[src/ccmd_pkg.sv]
// cell congestion marker/discard: shared constants, register map and types
// assumes a 32-bit cell word stream, header word first, then 12 payload words
`default_nettype none

package ccmd_pkg;

   // cell framing
   localparam int unsigned DATA_W     = 32;
   localparam logic [3:0]  CELL_BEATS = 4'hd;
   localparam logic [3:0]  LAST_BEAT  = 4'hc;

   // header field positions
   localparam int unsigned CLP_BIT  = 0;
   localparam int unsigned EFCI_BIT = 2;
   localparam int unsigned PTI_HI   = 3;
   localparam int unsigned PTI_LO   = 1;
   localparam logic [2:0]  PTI_OAM_SEG = 3'h4;
   localparam logic [2:0]  PTI_OAM_E2E = 3'h5;

   // register byte offsets
   localparam logic [7:0] OFS_CTRL     = 8'h00;
   localparam logic [7:0] OFS_RATE     = 8'h04;
   localparam logic [7:0] OFS_LIMIT    = 8'h08;
   localparam logic [7:0] OFS_OAM_XTRA = 8'h0c;
   localparam logic [7:0] OFS_OAM_LIM  = 8'h10;
   localparam logic [7:0] OFS_STATUS   = 8'h14;
   localparam logic [7:0] OFS_CNT_MARK = 8'h18;
   localparam logic [7:0] OFS_CNT_DROP = 8'h1c;
   localparam logic [7:0] OFS_CNT_TAG  = 8'h20;
   localparam logic [7:0] OFS_GAP      = 8'h24;

   // control bit positions
   localparam int unsigned CTL_MARK_EN   = 0;
   localparam int unsigned CTL_DROP_CLP  = 1;
   localparam int unsigned CTL_DROP_NC   = 2;
   localparam int unsigned CTL_POLICE_EN = 3;
   localparam int unsigned CTL_OAM_JOINT = 4;
   localparam int unsigned CTL_TAG_EN    = 5;
   localparam int unsigned CTL_SHAPE_EN  = 6;
   localparam int unsigned CTL_W         = 7;

   // reset values
   localparam logic [6:0]  CTRL_RST     = 7'h01;
   localparam int unsigned BKT_W        = 16;
   localparam logic [15:0] RATE_RST     = 16'h0010;
   localparam logic [15:0] LIMIT_RST    = 16'h0100;
   localparam logic [15:0] OAM_XTRA_RST = 16'h0020;
   localparam logic [15:0] OAM_LIM_RST  = 16'h0040;
   localparam logic [7:0]  GAP_RST      = 8'h00;

   typedef struct packed {
      logic              sop;
      logic [DATA_W-1:0] data;
   } ccmd_beat_t;

   typedef enum logic [1:0] {
      ST_HDR  = 2'b00,
      ST_PASS = 2'b01,
      ST_DROP = 2'b11
   } ccmd_state_t;

   function automatic logic ccmd_is_oam(input logic [DATA_W-1:0] hdr);
      return (hdr[PTI_HI:PTI_LO] == PTI_OAM_SEG) || (hdr[PTI_HI:PTI_LO] == PTI_OAM_E2E);
   endfunction

   function automatic logic [BKT_W-1:0] ccmd_sat_add(input logic [BKT_W-1:0] a,
                                                    input logic [BKT_W-1:0] b);
      logic [BKT_W:0] s;
      s = {1'b0, a} + {1'b0, b};
      return s[BKT_W] ? {BKT_W{1'b1}} : s[BKT_W-1:0];
   endfunction

endpackage

`default_nettype wire

[src/ccmd_marker.sv]
// cell congestion marker/discard stage with policing, tagging and shaping
// assumes 13-word cells (header first); congestion levels arrive asynchronously;
// software reaches the registers over APB with zero wait states
//
// Chosen here: the placing of the registers and the APB slave port.
`default_nettype none

module ccmd_marker
   import ccmd_pkg::*;
(
   // clock and reset
   input  wire logic              clk_i,
   input  wire logic              rst_b_i,
   // congestion levels
   input  wire logic              congested_i,
   input  wire logic              impending_i,
   // upstream cell stream
   input  wire logic              in_valid_i,
   output logic                   in_ready_o,
   input  wire logic [DATA_W-1:0] in_data_i,
   input  wire logic              in_noncomp_i,
   // downstream cell stream
   output logic                   out_valid_o,
   input  wire logic              out_ready_i,
   output logic [DATA_W-1:0]      out_data_o,
   output logic                   out_sop_o,
   // apb slave
   input  wire logic              psel_i,
   input  wire logic              penable_i,
   input  wire logic              pwrite_i,
   input  wire logic [7:0]        paddr_i,
   input  wire logic [31:0]       pwdata_i,
   output logic [31:0]            prdata_o,
   output logic                   pready_o,
   output logic                   pslverr_o
);

   // configuration and counters
   logic [CTL_W-1:0] ctrl;
   logic [BKT_W-1:0] rate;
   logic [BKT_W-1:0] limit;
   logic [BKT_W-1:0] oam_xtra;
   logic [BKT_W-1:0] oam_lim;
   logic [7:0]       gap;
   logic [31:0]      cnt_mark;
   logic [31:0]      cnt_drop;
   logic [31:0]      cnt_tag;

   // congestion synchronisers
   logic [1:0]  cong_meta;
   logic        cong_s;
   logic        imp_s;

   ccmd_state_t state;
   ccmd_state_t next_state;
   logic [3:0]  beat;
   logic [7:0]  gap_cnt;

   always_ff @(posedge clk_i or negedge rst_b_i) begin
      if (!rst_b_i) begin
         cong_meta <= 2'h0;
         cong_s    <= 1'b0;
         imp_s     <= 1'b0;
      end else begin
         cong_meta <= {congested_i, impending_i};
         cong_s    <= cong_meta[1];
         imp_s     <= cong_meta[0];
      end
   end

   // stream control
   logic       buf_in_ready;
   logic       buf_out_valid;
   logic       buf_out_ready;
   ccmd_beat_t buf_out_beat;
   logic       pol_conform;

   wire in_fire  = in_valid_i & in_ready_o;
   wire hdr_fire = in_fire & (state == ST_HDR);
   wire last_in  = in_fire & (beat == LAST_BEAT);

   // header decision, congestion levels taken at this point only
   wire [DATA_W-1:0] hdr      = in_data_i;
   wire              clp      = hdr[CLP_BIT];
   wire              hdr_oam  = ccmd_is_oam(hdr);
   wire              nonconf  = ctrl[CTL_POLICE_EN] & ~pol_conform;
   wire              tag_it   = nonconf & ctrl[CTL_TAG_EN] & ~clp;
   wire              pol_drop = nonconf & ~tag_it;
   wire              eff_clp  = clp | tag_it;
   wire              sel_drop = cong_s & ((ctrl[CTL_DROP_CLP] & eff_clp)
                                        | (ctrl[CTL_DROP_NC] & in_noncomp_i));
   wire              drop_hdr = pol_drop | sel_drop;
   wire              mark_it  = (cong_s | imp_s) & ctrl[CTL_MARK_EN]
                                & ~hdr[PTI_HI];
   wire [DATA_W-1:0] new_hdr  = hdr | ({{(DATA_W-1){1'b0}}, tag_it} << CLP_BIT)
                                | ({{(DATA_W-1){1'b0}}, mark_it} << EFCI_BIT);

   wire        fwd_valid = in_valid_i & (state != ST_DROP) & ~(state == ST_HDR & drop_hdr);
   ccmd_beat_t fwd_beat;
   assign fwd_beat.sop  = (state == ST_HDR);
   assign fwd_beat.data = (state == ST_HDR) ? new_hdr : in_data_i;

   // a dropped cell is swallowed without waiting on the buffer
   assign in_ready_o = (state == ST_DROP) | (state == ST_HDR & drop_hdr) | buf_in_ready;

   always_comb begin
      next_state = state;
      unique case (state)
         ST_HDR:  if (hdr_fire) next_state = drop_hdr ? ST_DROP : ST_PASS;
         ST_PASS: if (last_in) next_state = ST_HDR;
         ST_DROP: if (last_in) next_state = ST_HDR;
         default: next_state = ST_HDR;
      endcase
   end

   // shaping spaces headers; one queue keeps order
   wire hold_hdr  = ctrl[CTL_SHAPE_EN] & buf_out_beat.sop & (gap_cnt != 8'h00);
   wire out_fire  = out_valid_o & out_ready_i;
   assign buf_out_ready = out_ready_i & ~hold_hdr;
   assign out_valid_o   = buf_out_valid & ~hold_hdr;
   assign out_data_o    = buf_out_beat.data;
   assign out_sop_o     = buf_out_beat.sop;

   always_ff @(posedge clk_i or negedge rst_b_i) begin
      if (!rst_b_i) begin
         state   <= ST_HDR;
         beat    <= 4'h0;
         gap_cnt <= 8'h00;
      end else begin
         state   <= next_state;
         beat    <= last_in ? 4'h0 : beat + {3'h0, in_fire};
         gap_cnt <= (out_fire & out_sop_o) ? gap :
                    gap_cnt - {7'h0, (gap_cnt != 8'h00)};
      end
   end

   ccmd_buf2 u_buf (
      .clk_i       (clk_i),
      .rst_b_i     (rst_b_i),
      .in_valid_i  (fwd_valid),
      .in_ready_o  (buf_in_ready),
      .in_beat_i   (fwd_beat),
      .out_valid_o (buf_out_valid),
      .out_ready_i (buf_out_ready),
      .out_beat_o  (buf_out_beat)
   );

   ccmd_policer u_pol (
      .clk_i      (clk_i),
      .rst_b_i    (rst_b_i),
      .check_i    (hdr_fire & ctrl[CTL_POLICE_EN]),
      .is_oam_i   (hdr_oam),
      .conform_o  (pol_conform),
      .joint_i    (ctrl[CTL_OAM_JOINT]),
      .inc_i      (rate),
      .limit_i    (limit),
      .oam_xtra_i (oam_xtra),
      .oam_lim_i  (oam_lim)
   );

   // apb register file, zero wait states
   wire setup    = psel_i & ~penable_i;
   wire wr_acc   = psel_i & penable_i & pwrite_i;
   wire hit_ctrl = (paddr_i == OFS_CTRL);
   wire hit_rate = (paddr_i == OFS_RATE);
   wire hit_lim  = (paddr_i == OFS_LIMIT);
   wire hit_ox   = (paddr_i == OFS_OAM_XTRA);
   wire hit_ol   = (paddr_i == OFS_OAM_LIM);
   wire hit_st   = (paddr_i == OFS_STATUS);
   wire hit_cm   = (paddr_i == OFS_CNT_MARK);
   wire hit_cd   = (paddr_i == OFS_CNT_DROP);
   wire hit_ct   = (paddr_i == OFS_CNT_TAG);
   wire hit_gap  = (paddr_i == OFS_GAP);
   wire mapped   = hit_ctrl | hit_rate | hit_lim | hit_ox | hit_ol | hit_st
                   | hit_cm | hit_cd | hit_ct | hit_gap;
   wire [31:0] rd_mux =
      hit_ctrl ? {25'h0, ctrl} :
      hit_rate ? {16'h0, rate} :
      hit_lim  ? {16'h0, limit} :
      hit_ox   ? {16'h0, oam_xtra} :
      hit_ol   ? {16'h0, oam_lim} :
      hit_st   ? {28'h0, state, imp_s, cong_s} :
      hit_cm   ? cnt_mark :
      hit_cd   ? cnt_drop :
      hit_ct   ? cnt_tag :
      hit_gap  ? {24'h0, gap} : 32'h0000_0000;

   assign pready_o  = 1'b1;
   assign pslverr_o = psel_i & penable_i & ~mapped;

   // counters: any write clears; a count in the same cycle wins
   wire ev_mark = hdr_fire & ~drop_hdr & mark_it;
   wire ev_drop = hdr_fire & drop_hdr;
   wire ev_tag  = hdr_fire & ~drop_hdr & tag_it;

   function automatic logic [31:0] cnt_next(input logic [31:0] c, input logic clr,
                                            input logic ev);
      return (clr ? 32'h0000_0000 : c) + {31'h0, ev};
   endfunction

   always_ff @(posedge clk_i or negedge rst_b_i) begin
      if (!rst_b_i) begin
         ctrl     <= CTRL_RST;
         rate     <= RATE_RST;
         limit    <= LIMIT_RST;
         oam_xtra <= OAM_XTRA_RST;
         oam_lim  <= OAM_LIM_RST;
         gap      <= GAP_RST;
         prdata_o <= 32'h0000_0000;
         cnt_mark <= 32'h0000_0000;
         cnt_drop <= 32'h0000_0000;
         cnt_tag  <= 32'h0000_0000;
      end else begin
         if (wr_acc & hit_ctrl) ctrl <= pwdata_i[CTL_W-1:0];
         if (wr_acc & hit_rate) rate <= pwdata_i[BKT_W-1:0];
         if (wr_acc & hit_lim) limit <= pwdata_i[BKT_W-1:0];
         if (wr_acc & hit_ox) oam_xtra <= pwdata_i[BKT_W-1:0];
         if (wr_acc & hit_ol) oam_lim <= pwdata_i[BKT_W-1:0];
         if (wr_acc & hit_gap) gap <= pwdata_i[7:0];
         if (setup) prdata_o <= rd_mux;
         cnt_mark <= cnt_next(cnt_mark, wr_acc & hit_cm, ev_mark);
         cnt_drop <= cnt_next(cnt_drop, wr_acc & hit_cd, ev_drop);
         cnt_tag  <= cnt_next(cnt_tag, wr_acc & hit_ct, ev_tag);
      end
   end

   // checks
   a_efci_kept: assert property (@(posedge clk_i) disable iff (!rst_b_i)
      hdr_fire && !cong_s && !imp_s |-> fwd_beat.data[EFCI_BIT] == hdr[EFCI_BIT])
      else $error("forward indication changed while uncongested");

   a_efci_marked: assert property (@(posedge clk_i) disable iff (!rst_b_i)
      hdr_fire && cong_s && ctrl[CTL_MARK_EN] && !hdr[PTI_HI] && !drop_hdr
      |-> fwd_valid && fwd_beat.data[EFCI_BIT])
      else $error("congested user cell not marked");

   a_efci_impend: assert property (@(posedge clk_i) disable iff (!rst_b_i)
      hdr_fire && imp_s && ctrl[CTL_MARK_EN] && !hdr[PTI_HI] && !drop_hdr
      |-> fwd_valid && fwd_beat.data[EFCI_BIT])
      else $error("impending user cell not marked");

   a_tag_clp0_only: assert property (@(posedge clk_i) disable iff (!rst_b_i)
      hdr_fire && !drop_hdr && !mark_it |-> (fwd_beat.data ^ hdr) == (tag_it ? 32'h1 : 32'h0)
      && (!tag_it || !clp))
      else $error("tagging touched more than a clear priority bit");

   a_clp1_dropped: assert property (@(posedge clk_i) disable iff (!rst_b_i)
      hdr_fire && cong_s && ctrl[CTL_DROP_CLP] && clp |=> state == ST_DROP)
      else $error("low-priority cell kept under congestion");

   a_nc_dropped: assert property (@(posedge clk_i) disable iff (!rst_b_i)
      hdr_fire && cong_s && ctrl[CTL_DROP_NC] && in_noncomp_i |=> state == ST_DROP)
      else $error("non-compliant cell kept under congestion");

   a_uncong_nodrop: assert property (@(posedge clk_i) disable iff (!rst_b_i)
      hdr_fire && !cong_s && !ctrl[CTL_POLICE_EN] |=> state == ST_PASS)
      else $error("cell dropped without congestion or policing");

   a_impend_kept: assert property (@(posedge clk_i) disable iff (!rst_b_i)
      hdr_fire && !cong_s && !pol_drop |=> state == ST_PASS)
      else $error("cell dropped without congestion");

   a_drop_whole: assert property (@(posedge clk_i) disable iff (!rst_b_i)
      state == ST_DROP && !last_in |=> state == ST_DROP)
      else $error("dropped cell cut short");

   a_cong_sampled: assert property (@(posedge clk_i) disable iff (!rst_b_i)
      ##2 cong_s == $past(congested_i, 2))
      else $error("congestion level not taken through two stages");

   a_imp_sampled: assert property (@(posedge clk_i) disable iff (!rst_b_i)
      ##2 imp_s == $past(impending_i, 2))
      else $error("impending level not taken through two stages");

   a_drop_silent: assert property (@(posedge clk_i) disable iff (!rst_b_i)
      state == ST_DROP |-> !fwd_valid && in_ready_o)
      else $error("dropped cell reached the queue");

   a_payload_intact: assert property (@(posedge clk_i) disable iff (!rst_b_i)
      state == ST_PASS && in_valid_i |-> fwd_valid && !fwd_beat.sop
      && fwd_beat.data == in_data_i)
      else $error("payload word altered or not queued");

   a_hdr_spacing: assert property (@(posedge clk_i) disable iff (!rst_b_i)
      out_fire && out_sop_o |=> !(out_fire && out_sop_o))
      else $error("two headers left back to back");

   a_gap_held: assert property (@(posedge clk_i) disable iff (!rst_b_i)
      out_fire && out_sop_o && ctrl[CTL_SHAPE_EN] && gap >= 8'h02
      |=> !(out_fire && out_sop_o) [*2])
      else $error("header released before spacing elapsed");

   c_marked:  cover property (@(posedge clk_i) disable iff (!rst_b_i) ev_mark);
   c_tagged:  cover property (@(posedge clk_i) disable iff (!rst_b_i) ev_tag);
   c_dropped: cover property (@(posedge clk_i) disable iff (!rst_b_i) ev_drop ##[1:20] last_in);
   c_shaped:  cover property (@(posedge clk_i) disable iff (!rst_b_i) hold_hdr && buf_out_valid);

endmodule // ccmd_marker

`default_nettype wire

[src/ccmd_buf2.sv]
// two-entry buffer for cell beats, valid/ready on both sides
// assumes both sides on clk_i; order of words is kept strictly
`default_nettype none

module ccmd_buf2
   import ccmd_pkg::*;
(
   // clock and reset
   input  wire logic       clk_i,
   input  wire logic       rst_b_i,
   // fill side
   input  wire logic       in_valid_i,
   output logic            in_ready_o,
   input  wire ccmd_beat_t in_beat_i,
   // drain side
   output logic            out_valid_o,
   input  wire logic       out_ready_i,
   output ccmd_beat_t      out_beat_o
);

   ccmd_beat_t mem [2];
   logic       wr_ptr;
   logic       rd_ptr;
   logic [1:0] count;
   wire        wr_fire = in_valid_i & in_ready_o;
   wire        rd_fire = out_valid_o & out_ready_i;

   assign in_ready_o  = (count != 2'h2);
   assign out_valid_o = (count != 2'h0);
   assign out_beat_o  = mem[rd_ptr];

   always_ff @(posedge clk_i or negedge rst_b_i) begin
      if (!rst_b_i) begin
         wr_ptr <= 1'b0;
         rd_ptr <= 1'b0;
         count  <= 2'h0;
      end else begin
         wr_ptr <= wr_ptr ^ wr_fire;
         rd_ptr <= rd_ptr ^ rd_fire;
         count  <= count + {1'b0, wr_fire} - {1'b0, rd_fire};
      end
   end

   // payload storage needs no reset
   always_ff @(posedge clk_i) begin
      if (wr_fire) begin
         mem[wr_ptr] <= in_beat_i;
      end
   end

   a_buf_fifo_order: assert property (@(posedge clk_i) disable iff (!rst_b_i)
      wr_fire && count == 2'h0 |=> out_beat_o == $past(in_beat_i))
      else $error("buffer head is not the oldest word");

endmodule // ccmd_buf2

`default_nettype wire

[src/ccmd_policer.sv]
// leaky-bucket conformance check for user and maintenance cells
// assumes check_i pulses once per header; buckets leak one unit per clock
`default_nettype none

module ccmd_policer
   import ccmd_pkg::*;
(
   // clock and reset
   input  wire logic             clk_i,
   input  wire logic             rst_b_i,
   // per-cell check
   input  wire logic             check_i,
   input  wire logic             is_oam_i,
   output logic                  conform_o,
   // configuration
   input  wire logic             joint_i,
   input  wire logic [BKT_W-1:0] inc_i,
   input  wire logic [BKT_W-1:0] limit_i,
   input  wire logic [BKT_W-1:0] oam_xtra_i,
   input  wire logic [BKT_W-1:0] oam_lim_i
);

   logic [BKT_W-1:0] ubkt;
   logic [BKT_W-1:0] obkt;

   wire             use_user  = ~is_oam_i | joint_i;
   // joint policing widens the shared bucket's limit by the maintenance allowance for maintenance cells only
   wire [BKT_W:0]   joint_lim = {1'b0, limit_i} + {1'b0, oam_xtra_i};
   wire [BKT_W:0]   lim       = !is_oam_i ? {1'b0, limit_i} :
                                (joint_i ? joint_lim : {1'b0, oam_lim_i});
   wire [BKT_W-1:0] level     = use_user ? ubkt : obkt;
   wire [BKT_W:0]   want      = {1'b0, level} + {1'b0, inc_i};
   wire [BKT_W-1:0] u_leak    = ubkt - {{(BKT_W-1){1'b0}}, (ubkt != '0)};
   wire [BKT_W-1:0] o_leak    = obkt - {{(BKT_W-1){1'b0}}, (obkt != '0)};
   wire             charge    = check_i & conform_o;
   wire [BKT_W-1:0] next_ubkt = ccmd_sat_add(u_leak, (charge & use_user) ? inc_i : '0);
   wire [BKT_W-1:0] next_obkt = ccmd_sat_add(o_leak, (charge & ~use_user) ? inc_i : '0);

   assign conform_o = (want <= lim);

   always_ff @(posedge clk_i or negedge rst_b_i) begin
      if (!rst_b_i) begin
         ubkt <= '0;
         obkt <= '0;
      end else begin
         ubkt <= next_ubkt;
         obkt <= next_obkt;
      end
   end

   a_oam_joint_charge: assert property (@(posedge clk_i) disable iff (!rst_b_i)
      check_i && is_oam_i && joint_i && conform_o
      |=> ubkt == ccmd_sat_add($past(u_leak), $past(inc_i)))
      else $error("joint maintenance cell not charged to user bucket");

   a_oam_sep_keep: assert property (@(posedge clk_i) disable iff (!rst_b_i)
      check_i && is_oam_i && !joint_i |=> ubkt == $past(u_leak))
      else $error("separate maintenance cell touched user bucket");

   a_joint_widened: assert property (@(posedge clk_i) disable iff (!rst_b_i)
      check_i && is_oam_i && joint_i && want <= joint_lim |-> conform_o)
      else $error("joint limit not widened by allowance");

endmodule // ccmd_policer

`default_nettype wire

[config.mk]
export PLATFORM = sky130hd
export DESIGN_NAME = ccmd_marker
export DESIGN_NICKNAME = d
export VERILOG_FILES = /design/src/ccmd_pkg.sv /design/src/ccmd_marker.sv /design/src/ccmd_buf2.sv /design/src/ccmd_policer.sv
export SDC_FILE = /design/constraint.sdc
export NUM_CORES = 1
export LEC_CHECK = 0
export BUFFER_PORTS_ARGS = -buffer_cell sky130_fd_sc_hd__buf_4
export CELL_PAD_IN_SITES_DETAIL_PLACEMENT = 0
export CELL_PAD_IN_SITES_GLOBAL_PLACEMENT = 2
export CORE_MARGIN = 3
export CORE_UTILIZATION = 40
export DETAILED_ROUTE_END_ITERATION = 10
export MAX_ROUTING_LAYER = met4
export PLACE_DENSITY = 0.9
export REMOVE_ABC_BUFFERS = 1
export SLEW_MARGIN = 10
export SYNTH_ARGS = -nofsm -noshare
export SYNTH_HDL_FRONTEND = slang
export SYNTH_SLANG_ARGS = --single-unit
[constraint.sdc]
create_clock -name clk_i -period 12 [get_ports clk_i]
set_input_delay 2.4 -clock clk_i [delete_from_list [all_inputs] [get_ports clk_i]]
set_output_delay 2.4 -clock clk_i [all_outputs]
set_load 0.005 [all_outputs]
[Yosys cells after proc, flatten, opt, wreduce, memory -nomap -nowiden]
Memories as Yosys holds them, arrays and structs flattened.
Cells that the tools add are included.
W data, S select, Z words.
Word-level totals
  RAM bits: 66
  word-level logic and storage cells: 167
  register bits after elaboration: 261
  memories kept: 1
  output and inout bits: 69
Memory list
  u_buf.mem: words 2, width 33, rd ports 1, clocked after memory_dff 0, wr ports 1, line ccmd_buf2.sv:21  | ccmd_beat_t mem [2];
Cells by class
  muxes and demuxes: 29
  bitwise logic cells: 75
  order comparisons: 1
  add/sub/neg operators: 13
  reductions and logical operators: 9
  equality and inequality tests: 18
Operators with widths (number)
  $mux W32: 13
  $add A32 B1 Y32: 3
  $mux W16: 5
  $add A16 B16 Y17: 4
  $and A1 B1 Y1: 44
  $mux W17: 2
  $eq A8 B5 Y1 const B: 4
  $or A32 B1 Y32: 1
  $or A32 B3 Y32: 1
  $reduce_bool A16 Y1: 2
  $sub A16 B1 Y16: 2
  $le A17 B17 Y1: 1
  $eq A8 B4 Y1 const B: 2
  $eq A8 B6 Y1 const B: 2
  $mux W8: 2
  $or A1 B1 Y1: 16
  $not A1 Y1: 11
  $eq A8 B3 Y1 const B: 1
  $logic_not A8 Y1: 1
  $reduce_bool A8 Y1: 1
  $sub A8 B1 Y8: 1
  $eq A3 B3 Y1 const B: 2
  $mux W2: 3
  $ne A2 B2 Y1 const B: 3
  16 further kinds: 18

[Longest topological paths before layout]
  depth in word-level cells: 27
  mapped depth: 39

[By module]
Synthesis repeated with hierarchy kept, for this count alone.
Second synthesis, totals
  cell total of the unflattened synthesis: 2066
  area, all modules: 20173.1 um^2
By module, submodules not included
  ccmd_marker: area each 11791.3 um^2, times used 1, cells each 1167, sequential area each 5636.7 um^2
  ccmd_policer: area each 5760.5 um^2, times used 1, cells each 773, sequential area each 800.8 um^2
  ccmd_buf2: area each 2621.3 um^2, times used 1, cells each 126, sequential area each 2082.0 um^2

[Worst setup path after synthesis]
No wires, ideal clock.
  path kind: input port to flip-flop
  from: in in_data_i[2]
  to: reg u_pol.obkt[10]
  setup slack: 2620 ps
  cell stages on the path: 38
  arrival: 9257 ps
  buffers on the path: 5
  cells stage by stage: nand2b_1 > clkbuf_1 > nor2_1 > buf_1 > clkbuf_1 > nand2_1 > o21ai_0 > ha_1 > inv_1 > fa_1 > nor2b_1 > o21ai_0 > a21oi_1 > o21ai_0 > a21oi_1 > a311o_1 > a31oi_1 > xnor2_1 > (+2 left out) > or4_1 > o221ai_1 > a21o_1 > and2_4 > nor4b_4 > buf_2 > and2_1 > ha_1 > fa_1 > a21o_1 > a21oi_1 > o21bai_1 > a31oi_1 > a21oi_1 > a21o_1 > a21oi_2 > buf_2 > nand2_1
Between the ends
  word-level cells in the longest chain between the ends: 27
RTL lines
  start, declared: line ccmd_marker.sv:20  | input wire logic [DATA_W-1:0] in_data_i,
  $eq A3 B3 Y1: line ccmd_pkg.sv:63  | return (hdr[PTI_HI:PTI_LO] == PTI_OAM_SEG) || (hdr[PTI_HI:PTI_LO] == PTI_OAM_E2E);
  $logic_or A1 B1 Y1 (*): line ccmd_pkg.sv:63
  $not A1 Y1: line ccmd_policer.sv:26  | wire use_user = ~is_oam_i | joint_i;
  $or A1 B1 Y1: line ccmd_policer.sv:26
  $mux W16: line ccmd_policer.sv:31  | wire [BKT_W-1:0] level = use_user ? ubkt : obkt;
  $add A16 B16 Y17: line ccmd_policer.sv:32  | wire [BKT_W:0] want = {1'b0, level} + {1'b0, inc_i};
  $le A17 B17 Y1: line ccmd_policer.sv:39  | assign conform_o = (want <= lim);
  $not A1 Y1: line ccmd_marker.sv:86  | wire nonconf = ctrl[CTL_POLICE_EN] & ~pol_conform;
  (+12 left out)
  $and A1 B1 Y1: line ccmd_marker.sv:79  | wire hdr_fire = in_fire & (state == ST_HDR);
  $and A1 B1 Y1: line ccmd_marker.sv:151  | .check_i (hdr_fire & ctrl[CTL_POLICE_EN]),
  $and A1 B1 Y1: line ccmd_policer.sv:35  | wire charge = check_i & conform_o;
  $and A1 B1 Y1 (*): line ccmd_policer.sv:37  | wire [BKT_W-1:0] next_obkt = ccmd_sat_add(o_leak, (charge & ~use_user) ? inc_i : '0);
  $mux W16 (*): line ccmd_policer.sv:37
  $add A16 B16 Y17 (*): line ccmd_pkg.sv:69  | s = {1'b0, a} + {1'b0, b};
  $mux W16 (*): line ccmd_pkg.sv:70  | return s[BKT_W] ? {BKT_W{1'b1}} : s[BKT_W-1:0];
  net u_pol.next_obkt[10]: line ccmd_policer.sv:37
  end signal, assigned: line ccmd_policer.sv:47  | obkt <= next_obkt;
  end, declared: line ccmd_policer.sv:24  | logic [BKT_W-1:0] obkt;
The timed path passes the listed nets; every way through them passes the cells marked *.
A chain may end at the register's enable or synchronous reset.

[Final worst setup path]
  from: in in_data_i[2]
  to: reg u_pol.ubkt[11]
Between the ends
  word-level cells in the longest chain between the ends: 27
RTL lines
  $eq A3 B3 Y1: line ccmd_pkg.sv:63
  $logic_or A1 B1 Y1 (*): line ccmd_pkg.sv:63
  $not A1 Y1: line ccmd_policer.sv:26
  $or A1 B1 Y1: line ccmd_policer.sv:26
  $mux W16: line ccmd_policer.sv:31
  $add A16 B16 Y17: line ccmd_policer.sv:32
  $le A17 B17 Y1: line ccmd_policer.sv:39
  $not A1 Y1: line ccmd_marker.sv:86
  (+12 left out)
  $and A1 B1 Y1: line ccmd_marker.sv:79
  $and A1 B1 Y1: line ccmd_marker.sv:151
  $and A1 B1 Y1: line ccmd_policer.sv:35
  $and A1 B1 Y1 (*): line ccmd_policer.sv:36  | wire [BKT_W-1:0] next_ubkt = ccmd_sat_add(u_leak, (charge & use_user) ? inc_i : '0);
  $mux W16 (*): line ccmd_policer.sv:36
  $add A16 B16 Y17 (*): line ccmd_pkg.sv:69
  $mux W16 (*): line ccmd_pkg.sv:70
  net u_pol.next_ubkt[11]: line ccmd_policer.sv:36
  end signal, assigned: line ccmd_policer.sv:46  | ubkt <= next_ubkt;
  end, declared: line ccmd_policer.sv:23  | logic [BKT_W-1:0] ubkt;
Marks and branches as above.

==> impl_metrics.csv <==
group,metric,value,unit
synthesis,synth_common_cells,"256 x dfrtp_1, 172 x nand2_1, 170 x nor2_1, 126 x mux2_2, 101 x ha_1",
detailed_routing,drt-initial-drc-count,894,
synthesis,synthFlopType,"dfrtp_1",
setup_path,crit_top_cell,"a21o_1",
grt,grt_pass1_wl,80.7,mm
power,powerDensity,161,nW/um2
place,placed_area,20500,um2
timing,worst_slew_pin_slew,1.15,ns
synthesis,synth_area_leader_cell,"dfrtp_1",
floorplanning,core.rowCount,79,
clock_tree,cts_buffer_depth,3,
detailed_routing,drt_wl_total,50.9,mm
synthesis,synth_area_per_cell,10.3,um2
place,place_hpwl,37.4,mm
floorplanning,start_util,0.406,
floorplanning,ioPinCount,151,
final_layout,final_util,0.469,
timing,fin_setup_tns,0,ns
floorplanning,die_area,50000,um2
clock_tree,clk_latency,0.57,ns
detailed_routing,drc,0,
detailed_routing,dr.pass1.iters,5,
clock_tree,cts_repair_resize_count,0,
setup_path,cp-end-kind,"flip-flop",
timing,hold_viol_final,0,
timing,rsz0062_at_grt,"false",
floorplanning,core_area,46700,um2
setup_path,worstRegToRegCells,31,
place,gp_congestion,0.879,
floorplanning,die_w,224,um
setup_path,crit_required,12.37,ns
synthesis,synthCells,1846,
final_layout,area_delta_synth_final,15.7,%
timing,slew_viol_final,0,
timing,min_period_over_period,0.848,
timing,timing.hold.ws,0.362,ns
clock_tree,cts_made_buffers,38,
clock_tree,ctsHoldBuffers,0,
synthesis,async_reset_ff_frac,0.798,
power,peakVddDrop,0.000101,V
detailed_routing,via_per_inst,5.43,
setup_path,arrival,10.55,ns
detailed_routing,wl_per_cell,19.5,um
setup_path,crit_type,"in2reg",
timing,timing.fmax,0.0982,GHz
timing,period_needed,10.18,ns
final_layout,drive_gt1_frac,0.191,
final_layout,fillers,4401,
power,p_leak,10.0,nW
clock_tree,htreeDepth,2,
min_path,min_path_cells,0,
synthesis,synth_edf_count,66,
synthesis,ys_types,83,
timing,skew,0.0197,ns
synthesis,ys.warnings.count,0,
place,portBuffers,133,
setup_path,worstSetupStartpointType,"primary input",
detailed_routing,dr_total_vias,14200,
clock_tree,post_cts_buffers,0,
clock_tree,cts_root_buf,"clkbuf_16",
clock_tree,cts.sinks,327,
timing,slew_headroom,0.216,
min_path,hp-class,"reg2reg",
grt,grt-ovfl-total,0,
synthesis,ys_ff_latch,327,
clock_tree,clkTransAtPathRegs,0.06,ns
synthesis,synth_area,18900,um2
clock_tree,cts_tree,"built",
grt,first_global_vias,14400,
final_layout,fin_nets,2158,
detailed_routing,drtAntennaViolNets,0,
grt,grt_usage,0.211,
run_status,status,"finished clean",
synthesis,synth_area_leaders,"dfrtp_1 34%, edfxtp_1 10%, mux2_2 7.5%",
setup_path,slowest_stage,"nor4_4",
synthesis,synth_seq_area_share,0.450,
grt,antenna_found_initial,3,
setup_path,crit_fanout,16,
flow_run,timing.max_cap.violations,0,
final_layout,final_area,21900,um2
synthesis,synth_top_area_frac,0.338,
grt,grt_start_max_net_pins,145,
timing,setup-violations-final,0,
setup_path,crit_path_max_incr_delay,0.83,ns
synthesis,yosys.cell_count.top_type,"dfrtp_1",
floorplanning,die_y,224,um
-- per-layer routing --
layer / global-route usage / wire length (um)
met5: - / 0
met4: 0.0656 / 1460
met3: 0.0332 / 2010
met2: 0.344 / 24700
met1: 0.273 / 22700
-- stage by stage --
| step | instances | power [mW] | worst slack, ns |
|---|---|---|---|
| floorplan | 1783 | 1.98 | 2.21 |
| global placement | 2538 | 2.27 | 1.31 |
| detailed placement | 2538 | 2.29 | 1.25 |
| CTS | 2608 | 3.57 | 1.82 |
| global route | 2611 | 3.73 | 1.20 |
| finish | 2611 | 3.52 | 1.82 |
-- layout by cell type, fill, tap and decap left out, types with 9 or more instances in the layout --
cell / instances
nor2_1: 169
a221oi_1: 20
nor3_1: 35
clkbuf_8: 9
mux2i_1: 42
o21ai_0: 93
dfrtp_1: 256
clkbuf_16: 38
nor2b_1: 13
ha_1: 101
inv_1: 57
and2_1: 44
and3_1: 23
a21oi_1: 85
nand2_1: 172
nand4_1: 27
a31oi_1: 12
a21o_1: 27
xnor2_1: 76
nor4_1: 10
buf_4: 146
or3_1: 24
nand2b_1: 13
or4_1: 9
nand3_1: 56
mux2_2: 126
xor2_1: 86
edfxtp_1: 66
-- registers in the layout, summed over array words and instances (netlist names), 16 cells and up --
register    flops
limit          16
rate           16
oam_lim        16
prdata_o       32
u_buf.mem      66
cnt_tag        32
cnt_drop       32
u_pol.obkt     16
cnt_mark       32
oam_xtra       16
u_pol.ubkt     16
-- critical path: cells and delay by family --
kind                     cells  cell delay, ns
AND/OR/NAND/NOR              6            2.08
adder cells (fa/ha/maj)      3            1.00
XOR/XNOR                     1            0.15
AO/OA/AOI/OAI               20            4.37
buffers and inverters        3            0.50
-- layout make-up --
class | count | area (um2) | area share
clock inverters | 17 | 265 | 0.0121
flip-flops and latches | 327 | 8520 | 0.389
multi-input cells | 1399 | 9910 | 0.452
clock buffers | 53 | 1100 | 0.0501
repair buffers | 148 | 1130 | 0.0516
diodes | 3 | 7.51 | 0.000343
well taps | 607 | 759 | 0.0347
inverters | 57 | 214 | 0.00977
-- power breakdown --
part / leakage (nW) / total (mW) / internal, mW / switching [mW]
registers: 4.11 / 1.39 / 1.28 / 0.108
logic: 5.26 / 0.883 / 0.414 / 0.469
clock network: 0.651 / 1.25 / 0.755 / 0.494
-- path summary, 6_finish.rpt --
| path | from | endpoint | slack (ns) |
|---|---|---|---|
| min in group asynchronous | rst_b_i | u_pol.obkt[4] | 1.92 |
| hold / removal | cong_meta[0] | imp_s | 0.36 |
| hold reg to reg | cong_meta[0] | imp_s | 0.36 |
| setup reg to reg | ctrl[4] | u_pol.ubkt[11] | 3.53 |
| max in group asynchronous | rst_b_i | cnt_mark[28] | 8.69 |
| setup / recovery | in_data_i[2] | u_pol.ubkt[11] | 1.82 |
-- kinds of logic (layout without fill, tap and decap cells) --
group / Yosys count / in the layout / share of synthesized area
AO/OA/AOI/OAI: 313 / 313 / 0.103
flip-flops: 327 / 327 / 0.450
AND/OR/NAND/NOR: 648 / 648 / 0.176
XOR/XNOR: 162 / 162 / 0.0749
adder cells (fa/ha/maj): 105 / 105 / 0.0710
other: 1 / 4 / 0.000198
buffers and inverters: 120 / 275 / 0.0271
multiplexers: 170 / 170 / 0.0983
No activity file was read; power rests on OpenSTA's default activity.
